`src/rbfc_pkg.sv`:
```
package rbfc_pkg;

    // Register indices; byte address is four times the index
    localparam logic [7:0] IDX_COMM_STATUS = 8'h0B;
    localparam logic [7:0] IDX_RECEIVE_BIT_CONTROL = 8'h0C;
    localparam logic [7:0] IDX_RECEIVE_COLLISION_POSITION = 8'h0D;
    localparam logic [7:0] IDX_IRQ_STATUS = 8'h20;
    localparam logic [7:0] IDX_IRQ_CLEAR = 8'h21;
    localparam logic [7:0] IDX_IRQ_ENABLE = 8'h22;

    // Field positions
    localparam int CIPHER_ACTIVE_BIT = 5;
    localparam int KEEP_BITS_BIT = 7;
    localparam int FIRST_POS_LSB = 4;
    localparam int COLL_AS_INTEG_BIT = 3;
    localparam int COLL_VALID_BIT = 7;

    // Transceive state codes as reported to software
    localparam logic [2:0] CODE_IDLE = 3'h0;
    localparam logic [2:0] CODE_WAIT_TX = 3'h1;
    localparam logic [2:0] CODE_TRANSMITTING = 3'h3;
    localparam logic [2:0] CODE_WAIT_RX = 3'h5;
    localparam logic [2:0] CODE_WAIT_DATA = 3'h6;
    localparam logic [2:0] CODE_RECEIVING = 3'h7;

    // Collision position range: first eight bytes
    localparam logic [6:0] COLL_RANGE = 7'h40;

    // Interrupt event bits
    localparam int IRQ_COLLISION = 0;
    localparam int IRQ_INTEGRITY = 1;
    localparam int IRQ_RX_DONE = 2;
    localparam int IRQ_WIDTH = 3;

    // Reset values
    localparam logic [7:0] BIT_CONTROL_RESET = 8'h00;
    localparam logic [IRQ_WIDTH-1:0] IRQ_RESET = 3'h0;

    // AHB constants
    localparam logic [1:0] HTRANS_NONSEQ = 2'h2;
    localparam logic [1:0] HRESP_OKAY = 2'h0;

    typedef enum logic [5:0] {
        ST_IDLE = 6'b000001,
        ST_WAIT_TX = 6'b000010,
        ST_TRANSMITTING = 6'b000100,
        ST_WAIT_RX = 6'b001000,
        ST_WAIT_DATA = 6'b010000,
        ST_RECEIVING = 6'b100000
    } rbfc_state_t;

    // One decoded bit from the receive decoder
    typedef struct packed {
        logic valid;
        logic data;
        logic collision;
        logic in_eof;
    } rbfc_rx_bit_t;

    // Sequencing events from the command and analog sections
    typedef struct packed {
        logic transceive;
        logic receive;
        logic stop;
        logic tx_go;
        logic tx_end;
        logic rx_guard_done;
        logic rx_sof;
        logic rx_eof;
        logic integrity_fail;
        logic auth_success;
    } rbfc_ctrl_t;

endpackage

```
`src/rbfc_top.sv`:
```
`timescale 1ns/1ps
`default_nettype none
module rbfc_top (
    input wire logic hclk,
    input wire logic hresetn,
    input wire logic hsel,
    input wire logic [31:0] haddr,
    input wire logic [1:0] htrans,
    input wire logic hwrite,
    input wire logic [2:0] hsize,
    input wire logic [31:0] hwdata,
    input wire logic hready,
    output logic [31:0] hrdata,
    output logic hreadyout,
    output logic [1:0] hresp,
    input wire rbfc_pkg::rbfc_rx_bit_t rx_bit,
    input wire rbfc_pkg::rbfc_ctrl_t ctrl,
    output logic [7:0] rx_byte,
    output logic rx_byte_valid,
    output logic [2:0] transceive_state,
    output logic cipher_active,
    output logic integrity_error,
    output logic collision_detected,
    output logic irq
);
    import rbfc_pkg::*;
    rbfc_state_t state;
    rbfc_state_t next_state;
    logic [7:0] bit_control;
    logic keep_bits_after_collision;
    logic [2:0] first_bit_position;
    logic collision_as_integrity_error;
    logic [2:0] final_byte_bit_count;
    logic collision_position_valid;
    logic [6:0] collision_position;
    logic [IRQ_WIDTH-1:0] irq_status;
    logic [IRQ_WIDTH-1:0] irq_enable;
    logic [IRQ_WIDTH-1:0] irq_event;
    logic [2:0] bit_pos;
    logic [7:0] byte_acc;
    logic [6:0] bit_index;
    logic coll_seen;
    logic bit_oriented;
    logic rx_start;
    logic take_bit;
    logic stored_bit;
    logic coll_event;
    logic frame_done;
    logic [7:0] next_byte;
    logic ahb_active;
    logic dp_write;
    logic dp_read;
    logic [7:0] dp_index;
    logic wr_bit_control;
    logic wr_comm_status;
    logic wr_irq_clear;
    logic wr_irq_enable;
    logic [31:0] read_mux;

    assign keep_bits_after_collision = bit_control[KEEP_BITS_BIT];
    assign first_bit_position = bit_control[FIRST_POS_LSB +: 3];
    assign collision_as_integrity_error = bit_control[COLL_AS_INTEG_BIT];
    assign bit_oriented = (first_bit_position != 3'h0);
    // Receive start: entering wait-for-data, either directly or after transmit
    assign rx_start = (next_state == ST_WAIT_DATA) && (state != ST_WAIT_DATA);

    // Transceive sequencing
    always_comb
    begin
        next_state = state;
        unique case (state)
            ST_IDLE:
            begin
                if (ctrl.transceive)
                    next_state = ST_WAIT_TX;
                else if (ctrl.receive)
                    next_state = ST_WAIT_DATA;
            end
            ST_WAIT_TX:
            begin
                if (ctrl.tx_go)
                    next_state = ST_TRANSMITTING;
            end
            ST_TRANSMITTING:
            begin
                if (ctrl.tx_end)
                    next_state = ST_WAIT_RX;
            end
            ST_WAIT_RX:
            begin
                if (ctrl.rx_guard_done)
                    next_state = ST_WAIT_DATA;
            end
            ST_WAIT_DATA:
            begin
                if (ctrl.rx_sof)
                    next_state = ST_RECEIVING;
            end
            ST_RECEIVING:
            begin
                if (ctrl.rx_eof)
                    next_state = ST_IDLE;
            end
            default:
                next_state = ST_IDLE;
        endcase
        if (ctrl.stop)
            next_state = ST_IDLE;
    end

    // State register and its reported code; 100b has no state behind it
    always_ff @(posedge hclk or negedge hresetn)
    begin
        if (!hresetn)
        begin
            state <= ST_IDLE;
            transceive_state <= CODE_IDLE;
        end
        else
        begin
            state <= next_state;
            unique case (next_state)
                ST_IDLE: transceive_state <= CODE_IDLE;
                ST_WAIT_TX: transceive_state <= CODE_WAIT_TX;
                ST_TRANSMITTING: transceive_state <= CODE_TRANSMITTING;
                ST_WAIT_RX: transceive_state <= CODE_WAIT_RX;
                ST_WAIT_DATA: transceive_state <= CODE_WAIT_DATA;
                ST_RECEIVING: transceive_state <= CODE_RECEIVING;
                default: transceive_state <= CODE_IDLE;
            endcase
        end
    end

    // Bit handling; bits only count while a frame is being received
    assign take_bit = rx_bit.valid && (state == ST_RECEIVING) && !rx_bit.in_eof;
    assign coll_event = take_bit && rx_bit.collision;
    // Bits after the first collision are blanked; the colliding bit itself is kept
    assign stored_bit = (coll_seen && !keep_bits_after_collision) ? 1'b0 : rx_bit.data;
    assign frame_done = (state == ST_RECEIVING) && ctrl.rx_eof;
    always_comb
    begin
        next_byte = byte_acc;
        next_byte[bit_pos] = stored_bit;
    end

    // Byte assembly and delivery
    always_ff @(posedge hclk or negedge hresetn)
    begin
        if (!hresetn)
        begin
            bit_pos <= 3'h0;
            byte_acc <= 8'h00;
            rx_byte <= 8'h00;
            rx_byte_valid <= 1'b0;
        end
        else
        begin
            rx_byte_valid <= 1'b0;
            if (rx_start)
            begin
                bit_pos <= first_bit_position;
                byte_acc <= 8'h00;
            end
            else if (take_bit)
            begin
                if (bit_pos == 3'h7)
                begin
                    // Full byte goes out; next bit lands at bit 0 of the next byte
                    rx_byte <= next_byte;
                    rx_byte_valid <= 1'b1;
                    byte_acc <= 8'h00;
                    bit_pos <= 3'h0;
                end
                else
                begin
                    byte_acc <= next_byte;
                    bit_pos <= bit_pos + 3'h1;
                end
            end
            else if (frame_done && (bit_pos != 3'h0))
            begin
                // Partial last byte; unfilled upper bits stay zero
                rx_byte <= byte_acc;
                rx_byte_valid <= 1'b1;
            end
        end
    end

    // Final byte bit count, taken from bit_pos at the end of a bit-oriented frame
    always_ff @(posedge hclk or negedge hresetn)
    begin
        if (!hresetn)
            final_byte_bit_count <= 3'h0;
        else if (rx_start)
            final_byte_bit_count <= 3'h0;
        else if (frame_done && bit_oriented)
            final_byte_bit_count <= bit_pos;
    end

    // Collision position tracking; the index starts at the alignment offset
    always_ff @(posedge hclk or negedge hresetn)
    begin
        if (!hresetn)
        begin
            bit_index <= 7'h00;
            coll_seen <= 1'b0;
            collision_position <= 7'h00;
            collision_position_valid <= 1'b0;
        end
        else if (rx_start)
        begin
            bit_index <= {4'h0, first_bit_position};
            coll_seen <= 1'b0;
            collision_position <= 7'h00;
            collision_position_valid <= 1'b0;
        end
        else if (take_bit)
        begin
            // Saturate so a long frame cannot wrap back into range
            if (bit_index != COLL_RANGE)
                bit_index <= bit_index + 7'h01;
            if (coll_event && !coll_seen)
            begin
                coll_seen <= 1'b1;
                if (bit_index < COLL_RANGE)
                begin
                    collision_position <= bit_index;
                    collision_position_valid <= 1'b1;
                end
            end
        end
    end

    // Error flags; a set in the clearing cycle wins
    always_ff @(posedge hclk or negedge hresetn)
    begin
        if (!hresetn)
        begin
            integrity_error <= 1'b0;
            collision_detected <= 1'b0;
        end
        else
        begin
            if (irq_event[IRQ_INTEGRITY])
                integrity_error <= 1'b1;
            else if (rx_start)
                integrity_error <= 1'b0;
            if (coll_event)
                collision_detected <= 1'b1;
            else if (rx_start)
                collision_detected <= 1'b0;
        end
    end

    // Cipher flag: authentication sets, software may only clear
    always_ff @(posedge hclk or negedge hresetn)
    begin
        if (!hresetn)
            cipher_active <= 1'b0;
        else if (ctrl.auth_success)
            cipher_active <= 1'b1;
        else if (wr_comm_status && !hwdata[CIPHER_ACTIVE_BIT])
            cipher_active <= 1'b0;
    end

    // AHB-Lite data phase tracking
    assign ahb_active = hsel && hready && (htrans == HTRANS_NONSEQ);
    assign wr_bit_control = dp_write && (dp_index == IDX_RECEIVE_BIT_CONTROL);
    assign wr_comm_status = dp_write && (dp_index == IDX_COMM_STATUS);
    assign wr_irq_clear = dp_write && (dp_index == IDX_IRQ_CLEAR);
    assign wr_irq_enable = dp_write && (dp_index == IDX_IRQ_ENABLE);
    always_ff @(posedge hclk or negedge hresetn)
    begin
        if (!hresetn)
        begin
            dp_write <= 1'b0;
            dp_read <= 1'b0;
            dp_index <= 8'h00;
        end
        else
        begin
            dp_write <= 1'b0;
            dp_read <= 1'b0;
            if (ahb_active)
            begin
                dp_write <= hwrite;
                dp_read <= !hwrite;
                dp_index <= haddr[9:2];
            end
        end
    end

    // Software-writable control bits; the count field below stays hardware-owned
    always_ff @(posedge hclk or negedge hresetn)
    begin
        if (!hresetn)
            bit_control <= BIT_CONTROL_RESET;
        else if (wr_bit_control)
            bit_control <= {hwdata[7:3], 3'h0};
    end

    // Read mux; unmapped and reserved bits read zero
    always_comb
    begin
        read_mux = 32'h0000_0000;
        unique case (dp_index)
            IDX_COMM_STATUS:
                read_mux = {26'h0, cipher_active, 2'h0, transceive_state};
            IDX_RECEIVE_BIT_CONTROL:
                read_mux = {24'h0, bit_control[7:3], final_byte_bit_count};
            IDX_RECEIVE_COLLISION_POSITION:
                read_mux = {24'h0, collision_position_valid, collision_position};
            IDX_IRQ_STATUS:
                read_mux = {29'h0, irq_status};
            IDX_IRQ_ENABLE:
                read_mux = {29'h0, irq_enable};
            default:
                read_mux = 32'h0000_0000;
        endcase
    end

    // Reads take one wait state so hrdata can come from a flop
    always_ff @(posedge hclk or negedge hresetn)
    begin
        if (!hresetn)
        begin
            hrdata <= 32'h0000_0000;
            hreadyout <= 1'b1;
            hresp <= HRESP_OKAY;
        end
        else
        begin
            hresp <= HRESP_OKAY;
            if (ahb_active && !hwrite)
                hreadyout <= 1'b0;
            else if (dp_read && !hreadyout)
            begin
                hrdata <= read_mux;
                hreadyout <= 1'b1;
            end
        end
    end

    // Interrupt events
    assign irq_event[IRQ_COLLISION] = coll_event;
    assign irq_event[IRQ_INTEGRITY] = (ctrl.integrity_fail && (state == ST_RECEIVING))
                                      || (coll_event && collision_as_integrity_error);
    assign irq_event[IRQ_RX_DONE] = frame_done;

    // Sticky status; a new event beats a clear in the same cycle
    always_ff @(posedge hclk or negedge hresetn)
    begin
        if (!hresetn)
            irq_status <= IRQ_RESET;
        else if (wr_irq_clear)
            irq_status <= (irq_status & ~hwdata[IRQ_WIDTH-1:0]) | irq_event;
        else
            irq_status <= irq_status | irq_event;
    end

    // Enable register and the interrupt line
    always_ff @(posedge hclk or negedge hresetn)
    begin
        if (!hresetn)
        begin
            irq_enable <= IRQ_RESET;
            irq <= 1'b0;
        end
        else
        begin
            if (wr_irq_enable)
                irq_enable <= hwdata[IRQ_WIDTH-1:0];
            // One cycle behind the status bits; kept registered on purpose
            irq <= |(irq_status & irq_enable);
        end
    end

endmodule // rbfc_top
`default_nettype wire

```
`config.mk`:
```
export PLATFORM = sky130hd
export DESIGN_NAME = rbfc_top
export DESIGN_NICKNAME = d
export VERILOG_FILES = /design/src/rbfc_pkg.sv /design/src/rbfc_top.sv
export SDC_FILE = /design/constraint.sdc
export NUM_CORES = 1
export LEC_CHECK = 0
export BUFFER_PORTS_ARGS = -buffer_cell sky130_fd_sc_hd__buf_2
export CAP_MARGIN = 20
export CORE_UTILIZATION = 45
export CTS_BUF_LIST = sky130_fd_sc_hd__clkbuf_2 sky130_fd_sc_hd__clkbuf_4 sky130_fd_sc_hd__clkbuf_8
export DETAILED_ROUTE_END_ITERATION = 10
export HOLD_SLACK_MARGIN = 0.06
export MAX_ROUTING_LAYER = met4
export PLACE_DENSITY = 0.73
export SYNTH_ARGS = -nofsm -noshare
export SYNTH_HDL_FRONTEND = slang
export SYNTH_SLANG_ARGS = --single-unit
```
`constraint.sdc`:
```
create_clock -name hclk -period 2.5 [get_ports hclk]
set_input_delay 0.5 -clock hclk [delete_from_list [all_inputs] [get_ports hclk]]
set_output_delay 0.5 -clock hclk [all_outputs]
set_load 0.01 [all_outputs]
```
==> results.md <==
* Status: finished, violations left
* Violated checks: DRC
* HP Class: primary input to async pin
* Largest net degree at the start of global routing at 40
* Setup crit end kind: register
* Most used DFF post-synth: dfrtp_1
* Post-cts sizing count at 0
* First-pass GRT wire length at 14.9 mm
* Critical-path cell list: nor4_4, nand2_4, nor4_4, o21ai_0
* Setup violators final at 0
* Startpoint Class: register
* Share of layout cells above drive strength 1 at 0.239
* Worst-margin pin slew at 0.625 ns
* CP Class: register to register
* Gr usage total at 0.201
* DRT Pass-1 Iters at 9
* GP Congestion at 0.917
* Clk pin slew, worst setup/hold paths at 0.09 ns
* Final period utilization at 0.835
* Die Height at 98.1 µm
* Flops & latches, synth at 82
* I/O pin count at 139
* Slew Limit Fails at 0
* CTS Hold Bufs at 0
* Yosys top cell area share at 0.481
* Post-Syn Area per Cell at 10.3 µm²
* Max clock buf depth at 2
* DIE AREA at between 9000 and 10,000 µm²
* PwrDens at 674 nW/µm²
* Fmax at 479 MHz
* Post-synth EDFFs at 0
* CTS tree: done
* Antenna violations before repair at 0
* Sequential element share of the synthesized area at 0.494
* Placed cell area at 4480 µm²
* DR vias at 3,150
* Synth cell count leaders: 80 x dfrtp_1, 44 x nand2_1, 36 x nor2_1, 29 x buf_4, 19 x mux2i_1
* Post-Synthesis Cell Area at between 4000 and 5000 µm²
* Std-Cell Rows at 34
* Slowest stage cell, crit path: nor4_4
* Final net count at 560
* Ys async rst share at 1.00
* Post-Synthesis Cells at just over 400
* Die X at 98.1 µm
* Initial Util at 0.470
* Post-Layout Cell Count at 580
* VDD IR-drop max at between 0.0003 and 0.0004 V
* Register Area at 2050 µm²
* Area Overhead vs Synth at 12.7%
* Synth area leaders: dfrtp_1 48%, buf_4 5.2%, mux2i_1 4.6%
* DRT iter0 DRCs at around 120
* Remaining global-route overflow at 0
* Net Sw Power at between 0.9 and 1 mW
* Placed cell count at 564
* CP arrival at 2.29 ns
* Number of H-tree levels at 3
* Clock latency on the worst-skew pair at 0.36 ns
* Crit path time final at 2.09 ns
* Critical Path Fanout Max at 14
* Switching fraction of total power at 0.299
* Synth area leader: dfrtp_1
* Number of fill cells at 774
* LEAKAGE at 2.22 nW
* ANT cells at 0
* Residual DRC count at 1
* Worst slew margin at 0.577
* DP Wirelength at 6.43 mm
* PortBufs at approximately 60
* Yosys cell types at 57
* Post-Route Utilization at 0.530
* P_int at ~2.2 mW
* Final Skew at 0.0134 ns
* DR vias/cell at 5.43
* Wire length per cell at roughly 15 µm
* Most common cell in the netlist: dfrtp_1
* Final instance area at 4690 µm²
* Clk sinks at 82
* Setup TNS at 0 ns
* Sequential power share at 0.514
* Yosys warns at 0
* RSZ-0062 raised after global routing: no
* Cts bufs inserted at 9
* Vias in the first global route at about 3,100
* Core Area at 8850 µm²
* Worst path required time at roughly 2.7 ns
* Area of the multi-input gates at 1880 µm²
* Final hold vios at 0
* WL final at 8.87 mm
* Clock power share at 0.319
* Post-route ant nets at 0
* CTS root buf: clkbuf_8
* CP most frequent cell: nor4_4
* Post-CTS Repair Setup Buffers at 0
* Logic pwr share at 0.167
* Worst path max stage delay at 0.59 ns
* Max Cap Viol at 0
power by group through the flow:
| stage | clock [mW] | combinational [mW] | sequential, mW |
|---|---|---|---|
| 6_report | 1.01 | 0.526 | 1.62 |
| 5_1_grt | 1.09 | 0.587 | 1.64 |
| 4_1_cts | 1.03 | 0.530 | 1.62 |
| 3_5_place_dp | 0 | 0.525 | 1.65 |
| 3_3_place_gp | 0 | 0.508 | 1.64 |
| 2_1_floorplan | 0 | 0.424 | 1.58 |
flip-flops by register name, indices dropped and copies added, names as in the netlist:
name	flops
byte_acc	8
dp_index	8
hrdata	8
rx_byte	8
bit_index	7
collision_position	7
state	6
bit_control	5
bit_pos	3
final_byte_bit_count	3
irq_enable	3
irq_status	3
transceive_state	3
cipher_active	1
coll_seen	1
collision_detected	1
collision_position_valid	1
dp_read	1
dp_write	1
hreadyout	1
integrity_error	1
irq	1
rx_byte_valid	1
routing by layer:
layer / routed length [µm] / global-route usage / part of all wire / up-vias
met2: 4280 / 0.316 / 0.48 / 101
met3: 392 / 0.0401 / 0.044 / 14
li1: - / - / - / 1501
met5: 0 / - / 0 / -
met1: 4050 / 0.263 / 0.46 / 1534
met4: 142 / 0.0666 / 0.016 / 0
metrics by stage:
stage	hold WS [ns]	power (mW)	setup WS, ns
after floorplan	0.204	2.00	0.754
after global placement	0.459	2.15	0.435
after detailed placement	0.466	2.17	0.404
after CTS	0.115	3.18	0.412
after global routing	0.135	3.32	0.167
final	0.0994	3.16	0.413
cells in the final DEF, fill, tap and decap left out, types with 4 or more instances in the layout:
cell type,Yosys,layout
nand3b_1,5,5
a211oi_1,9,9
conb_1,1,26
nor2b_1,9,9
a22o_1,6,6
mux2i_1,19,19
buf_2,6,60
a22oi_1,5,5
nand2_1,44,44
nor3_1,7,7
dfrtp_1,80,80
a21oi_1,12,12
buf_4,29,9
ha_1,5,5
nor2_1,36,36
nand4_1,6,6
xor2_1,5,5
o21ai_0,15,15
nand3_1,14,14
nand2b_1,4,4
inv_1,10,10
nor3b_1,5,5
clkbuf_8,0,11
mux2_2,16,16
worst paths after layout:
kind                       depth (start not counted)  startpoint                     to  slack, ns
max reg2reg                                        4    state[2]  collision_position[0]       0.41
min in group hclk                                  2      hwrite                dp_read       0.32
min reg2reg                                        2   hrdata[5]              hrdata[5]       0.48
max                                                4    state[2]  collision_position[0]       0.41
max in group asynchronous                          2     hresetn               state[0]       1.71
min                                                1     hresetn                dp_read        0.1
cells by family (layout without fill, tap and decap cells):
kind of cell,count (synthesis),in the layout,synth area share
flip-flops,82,82,0.494
other,1,26,0.000902
buffers and inverters,51,95,0.0758
AND/OR/NAND/NOR,148,148,0.187
multiplexers,35,35,0.0890
XOR/XNOR,6,6,0.0126
adder cells (fa/ha/maj),5,5,0.0150
AO/OA/AOI/OAI,75,75,0.126
critical path: cells and delay by family (launching register included):
kind	cells	cell delay, ns
DFF	1	0.50
and+or+nand+nor	3	1.22
AOI/OAI and AO/OA	1	0.20
layout make-up:
cell class	count	area share
flip-flops and latches	82	0.438
multi-input cells	295	0.402
repair buffers	69	0.0785
clock buffers	12	0.0339
well taps	108	0.0288
clock inverters	4	0.0109
inverters	10	0.00801
Power figures use the tool's default switching activity.
